[src/bfpc_pkg.sv]
// Package of constants, states and register map for the bus-failure pulse cancel delay block.
package bfpc_pkg;

  // ---------------------------------------------------------------------------
  // Clock and timing
  // ---------------------------------------------------------------------------
  localparam int unsigned CLK_PERIOD_NS  = 20;          // Control clock period in ns.
  localparam int unsigned DELAY_UNIT_US  = 1000;        // One delay unit is one millisecond.
  localparam int unsigned UNIT_CYCLES    =
    (DELAY_UNIT_US * 1000) / CLK_PERIOD_NS;             // Cycles per delay unit.
  localparam int unsigned DELAY_W        = 16;          // Width of the delay setting in ms.
  localparam int unsigned PRESC_W        = 16;          // Width of the millisecond prescaler.

  // ---------------------------------------------------------------------------
  // Register map, word addresses on the plain port
  // ---------------------------------------------------------------------------
  localparam logic [3:0] REG_DELAY   = 4'h0;            // Bus-failure delay setting in ms.
  localparam logic [3:0] REG_STOPCFG = 4'h1;            // Per-stage no-stop masks and global flag.
  localparam logic [3:0] REG_STATUS  = 4'h2;            // Sticky event flags, cleared on read.
  localparam logic [3:0] REG_MASK    = 4'h3;            // Interrupt mask, same layout as status.
  localparam logic [3:0] REG_STATE   = 4'h4;            // Live state of the block.

  // Configuration register fields.
  localparam int unsigned CFG_GLOBAL_BIT = 8;           // Global exclusion of autonomous stop.
  localparam logic [15:0] DELAY_RST      = 16'h0000;    // Delay off after reset.

  // Status bit positions.
  localparam int unsigned ST_FAIL  = 0;                 // Bus failure detected.
  localparam int unsigned ST_IMM   = 1;                 // Immediate pulse cancellation forced.
  localparam int unsigned ST_EXPIR = 2;                 // Delay expired.
  localparam int unsigned ST_W     = 3;                 // Number of status bits.

  // Block states.
  typedef enum logic [1:0] {
    BF_RUN,
    BF_DELAY,
    BF_CUT
  } bfpc_state_t;

endpackage : bfpc_pkg

[src/bfpc_top.sv]
// Bus-failure pulse cancel delay: holds safety outputs, freezes bus inputs, delays pulse enable withdrawal.
//
// Function
// Delay pulse-enable withdrawal after bus failure.
// Zero delay means immediate withdrawal.
// Hold safety outputs during the delay.
// Clear safety outputs when delay expires.
// Stop axial monitoring on bus failure.
// External immediate stop cuts pulses at once.
// Test stop or pulse test cuts immediately.
// Safe standstill selection cuts pulses immediately.
// Excluded velocity stage cuts pulses immediately.
// Bus I/O modules zero outputs themselves.
// Keep local inputs live, freeze bus inputs.
// Ignore new axial selections during failure.
// Logic program emergency-off cuts pulses early.
// Logic uses last valid bus input image.
// Secondary logic channel loses selection power.
// Drive channel keeps its active function.
// Delay counter starts at failure detection.
`timescale 1ns/10ps
`default_nettype none
module bfpc_top #(
  parameter int unsigned OUT_W   = 8,                   // Number of axial safety outputs.
  parameter int unsigned IN_W    = 8,                   // Width of each input image.
  parameter int unsigned STAGE_N = 4,                   // Number of safe velocity stages.
  parameter int unsigned UNIT    = bfpc_pkg::UNIT_CYCLES // Cycles per ms, shorten in simulation.
) (
  input  wire logic               REF_CLK,
  input  wire logic               RST_N,
  // Register port.
  input  wire logic [3:0]         REG_ADDR,
  input  wire logic [31:0]        REG_WDATA,
  input  wire logic               REG_WR,
  input  wire logic               REG_RD,
  output logic [31:0]             REG_RDATA,
  output logic                    IRQ,
  // Bus state and selections.
  input  wire logic               BUS_FAIL,
  input  wire logic               EXT_STOP_SEL,
  input  wire logic               TEST_STOP_SEL,
  input  wire logic               SAFE_STANDSTILL_SELECT,
  input  wire logic [STAGE_N-1:0] SAFE_VELOCITY_STAGE,
  input  wire logic [1:0]         SAFE_END_POSITION_STAGE,
  input  wire logic               LOGIC_EMERG_OFF,
  input  wire logic               SEC_STOP_REQ,
  input  wire logic               SEC_SEL_REQ,
  // Monitoring and safety signals.
  input  wire logic [OUT_W-1:0]   SAFETY_OUTPUT_SIGNALS_IN,
  input  wire logic [IN_W-1:0]    LOCAL_INPUTS,
  input  wire logic [IN_W-1:0]    BUS_IO_MODULE_INPUTS,
  input  wire logic               PULSE_ENABLE_REQ,
  output logic [OUT_W-1:0]        SAFETY_OUTPUT_SIGNALS,
  output logic [IN_W-1:0]         LOCAL_INPUT_IMAGE,
  output logic [IN_W-1:0]         LOGIC_EXTERNAL_INPUTS,
  output logic [1:0]              END_POS_STAGE_ACTIVE,
  output logic                    MONITOR_ENABLE,
  output logic                    SEC_CHANNEL_ENABLE,
  output logic                    PULSE_ENABLE
);
  import bfpc_pkg::*;

  // ---------------------------------------------------------------------------
  // State record
  // ---------------------------------------------------------------------------
  typedef struct packed {
    bfpc_state_t              st;                       // Bus-failure state.
    logic [DELAY_W-1:0]       delay;                    // Delay setting in ms.
    logic [STAGE_N-1:0]       stage_mask;               // Stages that exclude the stop.
    logic                     global_excl;              // All stages exclude the stop.
    logic [ST_W-1:0]          status;                   // Sticky event flags.
    logic [ST_W-1:0]          mask;                     // Interrupt mask.
    logic [OUT_W-1:0]         out_img;                  // Safety outputs as driven.
    logic [IN_W-1:0]          loc_img;                  // Local input image.
    logic [IN_W-1:0]          bus_img;                  // Bus module input image.
    logic [1:0]               end_pos;                  // Active end-position stage.
    logic                     pulse;                    // Pulse enable to the terminal.
    logic [31:0]              rdata;                    // Read data for the next cycle.
  } bfpc_top_t;

  bfpc_top_t s_q, s_d;                                  // Registered and next state.
  logic      fail_edge;                                 // First cycle of a bus failure.
  logic      imm_cut;                                   // Any immediate cancellation cause.
  logic      tmr_done;                                  // Delay expired.
  logic      excl_stage;                                // Excluded velocity stage selected.
  logic [ST_W-1:0] ev;                                  // Events raised in this cycle.

  // Is any selected velocity stage excluded from the autonomous stop.
  function automatic logic stage_excluded(input logic [STAGE_N-1:0] sel,
                                          input logic [STAGE_N-1:0] msk,
                                          input logic               glob);
    stage_excluded = |sel && (glob || |(sel & msk));
  endfunction : stage_excluded

  // ---------------------------------------------------------------------------
  // Delay timer
  // ---------------------------------------------------------------------------
  bfpc_timer #(.UNIT(UNIT)) u_timer (
    .REF_CLK (REF_CLK),
    .RST_N   (RST_N),
    .START   (fail_edge),
    .RUN     (s_q.st == BF_DELAY),
    .LIMIT   (s_q.delay),
    .DONE    (tmr_done)
  );

  // Immediate causes; the secondary channel has no say here, so its stop request
  // is only honoured while the bus is healthy.
  always_comb begin
    fail_edge  = BUS_FAIL && (s_q.st == BF_RUN);
    excl_stage = stage_excluded(SAFE_VELOCITY_STAGE, s_q.stage_mask, s_q.global_excl);
    imm_cut    = EXT_STOP_SEL
               || TEST_STOP_SEL
               || SAFE_STANDSTILL_SELECT
               || excl_stage
               || LOGIC_EMERG_OFF;
  end

  // ---------------------------------------------------------------------------
  // Next-state logic
  // ---------------------------------------------------------------------------
  always_comb begin
    s_d         = s_q;
    s_d.loc_img = LOCAL_INPUTS;
    s_d.rdata   = '0;
    ev          = '0;
    case (s_q.st)
      // Normal running: track everything live.
      BF_RUN: begin
        s_d.out_img = SAFETY_OUTPUT_SIGNALS_IN;
        s_d.end_pos = SAFE_END_POSITION_STAGE;
        // The image that arrives with the failure is already invalid, so keep the one before it.
        if (!BUS_FAIL) begin
          s_d.bus_img = BUS_IO_MODULE_INPUTS;
        end
        // A secondary stop counts only while the bus is healthy.
        s_d.pulse   = PULSE_ENABLE_REQ && !(SEC_STOP_REQ && !BUS_FAIL);
        if (BUS_FAIL) begin
          ev[ST_FAIL] = 1'b1;
          if (s_q.delay == '0 || imm_cut) begin
            s_d.st    = BF_CUT;
            s_d.pulse = 1'b0;
            s_d.out_img = '0;
            if (imm_cut) begin
              ev[ST_IMM] = 1'b1;
            end
          end else begin
            s_d.st = BF_DELAY;
          end
        end
      end
      // Delay running: outputs, bus images and end stage stay frozen.
      BF_DELAY: begin
        if (imm_cut) begin
          s_d.st      = BF_CUT;
          s_d.pulse   = 1'b0;
          s_d.out_img = '0;
          ev[ST_IMM]  = 1'b1;
        end else if (tmr_done) begin
          s_d.st      = BF_CUT;
          s_d.pulse   = 1'b0;
          s_d.out_img = '0;
          ev[ST_EXPIR] = 1'b1;
        end
      end
      // Pulses cut; wait for the bus to recover.
      BF_CUT: begin
        s_d.pulse   = 1'b0;
        s_d.out_img = '0;
        if (!BUS_FAIL) begin
          s_d.st = BF_RUN;
        end
      end
      default: begin
        s_d.st = BF_CUT;
      end
    endcase

    // Sticky flags collect this cycle's events.
    s_d.status = s_q.status | ev;

    // Register writes.
    if (REG_WR) begin
      case (REG_ADDR)
        REG_DELAY:   s_d.delay = REG_WDATA[DELAY_W-1:0];
        REG_STOPCFG: begin
          s_d.stage_mask  = REG_WDATA[STAGE_N-1:0];
          s_d.global_excl = REG_WDATA[CFG_GLOBAL_BIT];
        end
        REG_MASK:    s_d.mask = REG_WDATA[ST_W-1:0];
        default:     ;
      endcase
    end

    // Register reads; status clears on read but a new event wins.
    if (REG_RD) begin
      case (REG_ADDR)
        REG_DELAY:   s_d.rdata = 32'(s_q.delay);
        REG_STOPCFG: s_d.rdata = 32'(s_q.stage_mask) | (32'(s_q.global_excl) << CFG_GLOBAL_BIT);
        REG_STATUS: begin
          s_d.rdata  = 32'(s_q.status);
          s_d.status = ev;                              // An event in the read cycle survives the clear.
        end
        REG_MASK:    s_d.rdata = 32'(s_q.mask);
        REG_STATE:   s_d.rdata = {29'h0000000, s_q.pulse, 2'(s_q.st)};
        default:     s_d.rdata = '0;
      endcase
    end
  end

  // Register all state.
  always_ff @(posedge REF_CLK or negedge RST_N) begin
    if (!RST_N) begin
      s_q       <= '0;
      s_q.st    <= BF_RUN;
      s_q.delay <= DELAY_RST;
    end else begin
      s_q <= s_d;
    end
  end

  // ---------------------------------------------------------------------------
  // Outputs
  // ---------------------------------------------------------------------------
  assign REG_RDATA             = s_q.rdata;
  assign IRQ                   = |(s_q.status & s_q.mask);
  assign SAFETY_OUTPUT_SIGNALS = s_q.out_img;
  assign LOCAL_INPUT_IMAGE     = s_q.loc_img;
  assign LOGIC_EXTERNAL_INPUTS = s_q.bus_img;
  assign END_POS_STAGE_ACTIVE  = s_q.end_pos;
  assign MONITOR_ENABLE        = (s_q.st == BF_RUN);
  assign SEC_CHANNEL_ENABLE    = (s_q.st == BF_RUN) && SEC_SEL_REQ;
  assign PULSE_ENABLE          = s_q.pulse;
endmodule : bfpc_top
`default_nettype wire

[src/bfpc_timer.sv]
// Delay timer that counts milliseconds from the cycle of bus failure detection.
`timescale 1ns/10ps
`default_nettype none
module bfpc_timer #(
  parameter int unsigned UNIT = bfpc_pkg::UNIT_CYCLES
) (
  input  wire logic                          REF_CLK,
  input  wire logic                          RST_N,
  input  wire logic                          START,
  input  wire logic                          RUN,
  input  wire logic [bfpc_pkg::DELAY_W-1:0]  LIMIT,
  output logic                               DONE
);
  import bfpc_pkg::*;

  // ---------------------------------------------------------------------------
  // State
  // ---------------------------------------------------------------------------
  typedef struct packed {
    logic [PRESC_W-1:0] presc;                          // Cycles within the current ms.
    logic [DELAY_W-1:0] ms;                             // Whole ms elapsed.
  } bfpc_tmr_t;

  bfpc_tmr_t s_q, s_d;                                  // Registered and next state.

  localparam logic [PRESC_W-1:0] UNIT_LAST = PRESC_W'(UNIT - 1);

  // Count ms on the control clock; START restarts at zero.
  always_comb begin
    s_d = s_q;
    if (START) begin
      s_d.presc = '0;
      s_d.ms    = '0;
    end else if (RUN && (s_q.ms < LIMIT)) begin
      if (s_q.presc == UNIT_LAST) begin
        s_d.presc = '0;
        s_d.ms    = s_q.ms + 1'b1;
      end else begin
        s_d.presc = s_q.presc + 1'b1;
      end
    end
  end

  // Register the state.
  always_ff @(posedge REF_CLK or negedge RST_N) begin
    if (!RST_N) begin
      s_q <= '0;
    end else begin
      s_q <= s_d;
    end
  end

  // Terminal count is the delay setting in ms.
  assign DONE = RUN && !START && (s_q.ms >= LIMIT);

endmodule : bfpc_timer
`default_nettype wire

[config.mk]
export PLATFORM = sky130hd
export DESIGN_NAME = bfpc_top
export DESIGN_NICKNAME = d
export VERILOG_FILES = /design/src/bfpc_pkg.sv /design/src/bfpc_top.sv /design/src/bfpc_timer.sv
export SDC_FILE = /design/constraint.sdc
export NUM_CORES = 1
export LEC_CHECK = 0
export ABC_AREA = 1
export BUFFER_PORTS_ARGS = -buffer_cell sky130_fd_sc_hd__buf_4
export CORE_MARGIN = 1.5
export CORE_UTILIZATION = 45
export CTS_BUF_LIST = sky130_fd_sc_hd__clkbuf_4
export DETAILED_ROUTE_END_ITERATION = 12
export GPL_ROUTABILITY_DRIVEN = 0
export GPL_TIMING_DRIVEN = 0
export PLACE_DENSITY = 0.73
export RECOVER_POWER = 100
export SLEW_MARGIN = 20
export SYNTH_ARGS = -nofsm -noshare
export SYNTH_HDL_FRONTEND = slang
export SYNTH_SLANG_ARGS = --single-unit
[constraint.sdc]
create_clock -name REF_CLK -period 2.9 [get_ports REF_CLK]
set_input_delay 0.435 -clock REF_CLK [delete_from_list [all_inputs] [get_ports REF_CLK]]
set_output_delay 0.435 -clock REF_CLK [all_outputs]
set_load 0.05 [all_outputs]
After elaboration in Yosys (flattened, before gate mapping)
Cells that the tools add are included.
{"block": "totals", "reg_bits": 120, "input_bits": 78}
{"block": "op_classes", "addsub": 2, "order_cmp": 2, "n_eq_ne": 10, "n_mux": 32, "n_bitwise": 5, "reduce_logical": 33}
{"cell": "$pmux W16 S5", "n": 1}
{"cell": "$mux W32", "n": 2}
{"cell": "$mux W16", "n": 3}
{"cell": "$add A16 B1 Y16 const B", "n": 2}
{"cell": "$mux W8", "n": 4}
{"cell": "$pmux W8 S3", "n": 1}
{"cell": "$eq A16 B16 Y1 const B", "n": 1}
{"cell": "$ge A16 B16 Y1", "n": 1}
{"cell": "$logic_not A16 Y1", "n": 1}
{"cell": "$lt A16 B16 Y1", "n": 1}
{"cell": "$mux W2", "n": 6}
{"cell": "$reduce_and A2 Y1", "n": 6}
{"cell": "$mux W1", "n": 10}
{"cell": "$or A4 B9 Y9", "n": 1}
{"cell": "$eq A4 B2 Y1 const B", "n": 2}
{"cell": "$logic_and A1 B1 Y1", "n": 8}
{"cell": "$reduce_or A4 Y1", "n": 2}
{"cell": "$logic_or A1 B1 Y1", "n": 6}
{"cell": "$mux W3", "n": 2}
{"cell": "$pmux W2 S3", "n": 1}
{"cell": "$and A4 B4 Y4", "n": 1}
{"cell": "$eq A4 B1 Y1 const B", "n": 1}
{"cell": "$eq A4 B3 Y1 const B", "n": 1}
{"cell": "$logic_not A4 Y1", "n": 1}
{"cell": "15 further kinds", "n": 19}

Longest topological paths before layout
{"block": "logic_depth", "depth_word": 13, "depth_mapped": 16}

By module
Synthesis repeated with hierarchy kept, for this count alone.
{"block": "hier_totals", "hier_cells": 780, "area_unflattened_um2": 6094.6}
{"mod": "bfpc_top", "instances": 1, "cells_per_inst": 404, "area_each_um2": 3482.1, "seq_area_each_um2": 1801.7}
{"mod": "bfpc_timer", "instances": 1, "cells_per_inst": 376, "area_each_um2": 2612.5, "seq_area_each_um2": 800.8}

Worst setup path before layout
No wires, ideal clock.
{"block": "synth_path", "path_type": "flip-flop to flip-flop", "startpoint": "register s_q[86] (netlist bit)", "endpoint": "register u_timer.s_q[21] (netlist bit)", "setup_ns": 0.127, "arrival_time_ns": 1.912, "t_required_ns": 2.773, "slack_ns": 0.860, "path_stages_with_launch": 10, "cell_sequence": "dfrtp_1 inv_1 ha_1 buf_2 nand2_2 inv_1 clkbuf_1 nor3b_1 nand2_1 o21ai_0"}
{"block": "synth_between", "elab_chain_cells": 3, "elab_cells_between_ends": 6}
{"element": "start, declared", "line": "bfpc_top.sv:81", "text": "bfpc_top_t s_q, s_d;"}
{"element": "$logic_not A2 Y1 (*)"}
{"element": "named net MONITOR_ENABLE", "line": "bfpc_top.sv:57", "text": "output logic MONITOR_ENABLE,"}
{"element": "$logic_and A1 B1 Y1 (*)", "line": "bfpc_top.sv:110", "text": "fail_edge = BUS_FAIL && (s_q.st == BF_RUN);"}
{"element": "$mux W32 / $reduce_bool A2 Y1 (equally long branches)"}
{"element": "end signal, assigned", "line": "bfpc_timer.sv:47", "text": "s_q <= '0;"}
{"element": "end signal, assigned", "line": "bfpc_timer.sv:49", "text": "s_q <= s_d;"}
{"element": "end, declared", "line": "bfpc_timer.sv:24", "text": "bfpc_tmr_t s_q, s_d;"}
The timed path passes the listed nets; every way through them passes the cells marked *.
A chain may end at the register's enable or synchronous reset.

Final worst setup path
{"block": "layout_path", "startpoint": "register s_q[83] (netlist bit)", "endpoint": "register u_timer.s_q[22] (netlist bit)"}
{"block": "layout_between", "elab_chain_cells": 3}
{"element": "$lt A16 B16 Y1", "line": "bfpc_timer.sv:34", "text": "end else if (RUN && (s_q.ms < LIMIT)) begin"}
{"element": "$logic_and A1 B1 Y1", "line": "bfpc_timer.sv:34"}
{"element": "$reduce_bool A2 Y1 (no source line)"}
Every way passes these cells.

==> results.py <==
metrics = {
    "run_status": {
        "status": "completed",
    },
    "synth": {
        "ys_seq_area_share_pct": 43.9,
        "syn_avg_cell_area_um2": 7.72,
        "synthCells": 768,
        "syn_area_mm2": 0.00593,
        "yosysWarningCount": 0,
        "synth.ff_latch_count": 104,
        "yosysUniqueCellTypes": 33,
    },
    "sta": {
        "relSlewSlack_pct": 37.4,
        "final-hold-violation-count": 0,
        "setup_slack_ns": 0.538,
        "setup_viol": 0,
        "fmax_mhz": 423,
        "fin_skew_ns": 0.0199,
        "rsz0062_at_grt": "no",
        "finalCritPeriodShare_pct": 81.4,
        "final.min_clock_period_ns": 2.36,
        "drv_slew": 0,
        "worst_pin_slew_ns": 0.939,
        "setup_tns_ns": 0,
    },
    "clocking": {
        "clockBufferDepth": 2,
        "path_clk_slew_ns": 0.17,
        "post-cts-setup-buffers": 0,
        "root_buffer": "clkbuf_4",
        "clk-insertion-delay-late_ns": 0.49,
        "clock_sinks": 104,
        "tritoncts.num_buffers": 9,
        "tritoncts": "yes",
        "htreeDepth": 3,
    },
    "detailed_routing": {
        "totalWireLength_mm": 13.0,
        "via_per_inst": 4.70,
        "dr.first_iter.drc_count": 302,
        "routedWlPerCell_um": 12.0,
        "drc": 0,
        "firstDrtPassIters": 4,
        "antenna_left": 0,
        "route.vias.total": 5091,
    },
    "floorplanning": {
        "fp.dieH_um": 118,
        "start_util_pct": 46.6,
        "ioPinCount": 140,
        "rows": 41,
        "die_area_mm2": 0.0139,
        "core_mm2": 0.0127,
        "die_x_um": 118,
    },
    "worst_hold_path": {
        "hold_class": "in2async",
    },
    "worst_setup_path": {
        "path_class": "reg2reg",
        "arrival_ns": 2.74,
        "critPathMaxFanout": 10,
        "endpoint_kind": "flop",
        "start_kind": "flop",
        "cp.required_ns": 3.28,
        "r2r_cells": 9,
    },
    "power_and_ir_drop": {
        "powerDensity_mw_per_mm2": 734,
        "p_leak_nw": 3.66,
        "ir_drop_v": 0.000501,
    },
    "global_routing": {
        "overflow": 0,
        "grtUsageMet2_pct": 32.5,
        "gr-usage-all-layers_pct": 19.7,
        "grt_use_met3_pct": 4.31,
        "grt_use_met1_pct": 26.3,
        "antenna_found_initial": 0,
        "grt_pass1_wl_mm": 22.4,
        "grt_pass1_vias": 4772,
        "busiest_layer": "met2",
        "grt_max_degree": 105,
    },
    "placement": {
        "dp.cells": 1062,
        "pre_cts_ws_ns": 0.780,
        "placed_area_mm2": 0.00701,
        "place_hpwl_mm": 9.75,
        "port_buffers": 107,
    },
    "finish": {
        "final_cell_area_mm2": 0.00700,
        "drive_gt1_share_pct": 16.9,
        "instances_no_fill": 1083,
        "antenna_cells": 0,
        "syn_to_final_growth_pct": 18.0,
        "nets": 1005,
        "n_fill_cell": 1293,
    },
    "flow_run": {
        "drv_cap": 0,
    },
}
## per-layer routing
layer	vias up	part of all wire [%]
met2	107	48
met5	-	0
met1	2330	46
met3	13	4.7
li1	2641	-
met4	0	1.2
## through the flow
step	hold slack [ns]	power, mW	utilization (%)
finish	0.0452	5.14	55.0
global route	0.0294	5.54	55.0
global placement	0.456	4.52	55.1
CTS	0.00211	5.30	56.1
floorplan	0.139	3.92	-
detailed placement	0.459	4.58	55.1
## path summary, 6_finish.rpt
| path | from | endpoint | slack, ns |
|---|---|---|---|
| setup / recovery | s_q[83] | u_timer.s_q[22] | 0.54 |
| hold / removal | RST_N | u_timer.s_q[16] | 0.05 |
| setup reg to reg | s_q[83] | u_timer.s_q[22] | 0.54 |
| hold reg to reg | LOGIC_EXTERNAL_INPUTS[5] | LOGIC_EXTERNAL_INPUTS[5] | 0.49 |
| max in group asynchronous | RST_N | u_timer.s_q[15] | 2.24 |
| min in group REF_CLK | LOCAL_INPUTS[2] | LOCAL_INPUT_IMAGE[2] | 0.06 |
## registers in the layout, summed over array words and instances, names as in the netlist
register and count:
REG_RDATA 16, s_q 29, PULSE_ENABLE 1, LOGIC_EXTERNAL_INPUTS 8, END_POS_STAGE_ACTIVE 2, u_timer.s_q 32
SAFETY_OUTPUT_SIGNALS 8, LOCAL_INPUT_IMAGE 8
## worst max-delay path, stage by stage, from the launching register on
cell and delay [ns]:
dfrtp_1 0.39, inv_1 0.14, ha_1 0.27, a21oi_1 0.14, o21ai_0 0.11, nor2_2 0.20
nand3_1 0.24, nand2_1 0.36, buf_2 0.29, o21ai_0 0.11
## synthesized netlist by cell type (all sizes together)
master  instances  area share, %
nand2         215             14
dfrtp         104             44
nor2           89            5.9
inv            80            5.1
buf            68            8.5
nand3          60            5.2
o21ai          39            3.3
a21oi          23            1.9
nor3           22            2.0
ha             21            4.4
xor2           14            2.1
nand4          10            1.3
clkbuf          6           0.38
nor3b           3           0.38
o21bai          3           0.38
a31oi           2           0.21
clkinv          2           0.13
nand3b          2           0.25
o22ai           2           0.21
a211oi          1           0.13
a21o            1           0.13
conb            1          0.063
## layout make-up
cell class              instances  area (um^2)  share of cell area (%)
flip-flops and latches        104         2600                    37.2
multi-input cells             523         2530                    36.2
repair buffers                112          688                    9.83
plain buffers                  74          524                    7.49
inverters                      82          308                    4.40
well taps                     172          215                    3.07
clock buffers                   9         67.6                   0.965
clock inverters                 7         58.8                   0.840
## report_power, final
group / leakage (nW) / internal, mW / switching [mW] / total (mW)
clock: 0.0713 / 0.194 / 0.529 / 0.723
combinational: 2.26 / 0.742 / 1.54 / 2.28
sequential: 1.33 / 1.81 / 0.328 / 2.14
## timing repair
item	CTS	global route
hold endpoints to repair	0	5
gates resized for setup	0	0
hold buffers	0	5
## kinds of logic (layout without fill, tap and decap cells)
logic type / count (synthesis) / after routing / share of synthesized area, %
AOI/OAI and AO/OA: 71 / 71 / 6.29
other: 1 / 16 / 0.0632
and+or+nand+nor: 401 / 401 / 29.2
xor gates and xnor gates: 14 / 14 / 2.07
DFF: 104 / 104 / 43.9
buffers and inverters: 156 / 284 / 14.1
adders and majority gates: 21 / 21 / 4.43
## placed cells by master, fill, tap and decap left out, drive strengths merged
master	count
nand2	215
buf	119
dfrtp	104
nor2	89
inv	85
clkbuf	71
nand3	60
o21ai	39
a21oi	23
nor3	22
ha	21
conb	16
xor2	14
nand4	10
dlygate4sd3	5
clkinv	4
o21bai	3
nor3b	3
nand3b	2
o22ai	2
a31oi	2
a211oi	1
a21o	1
Power figures use the tool's default switching activity.
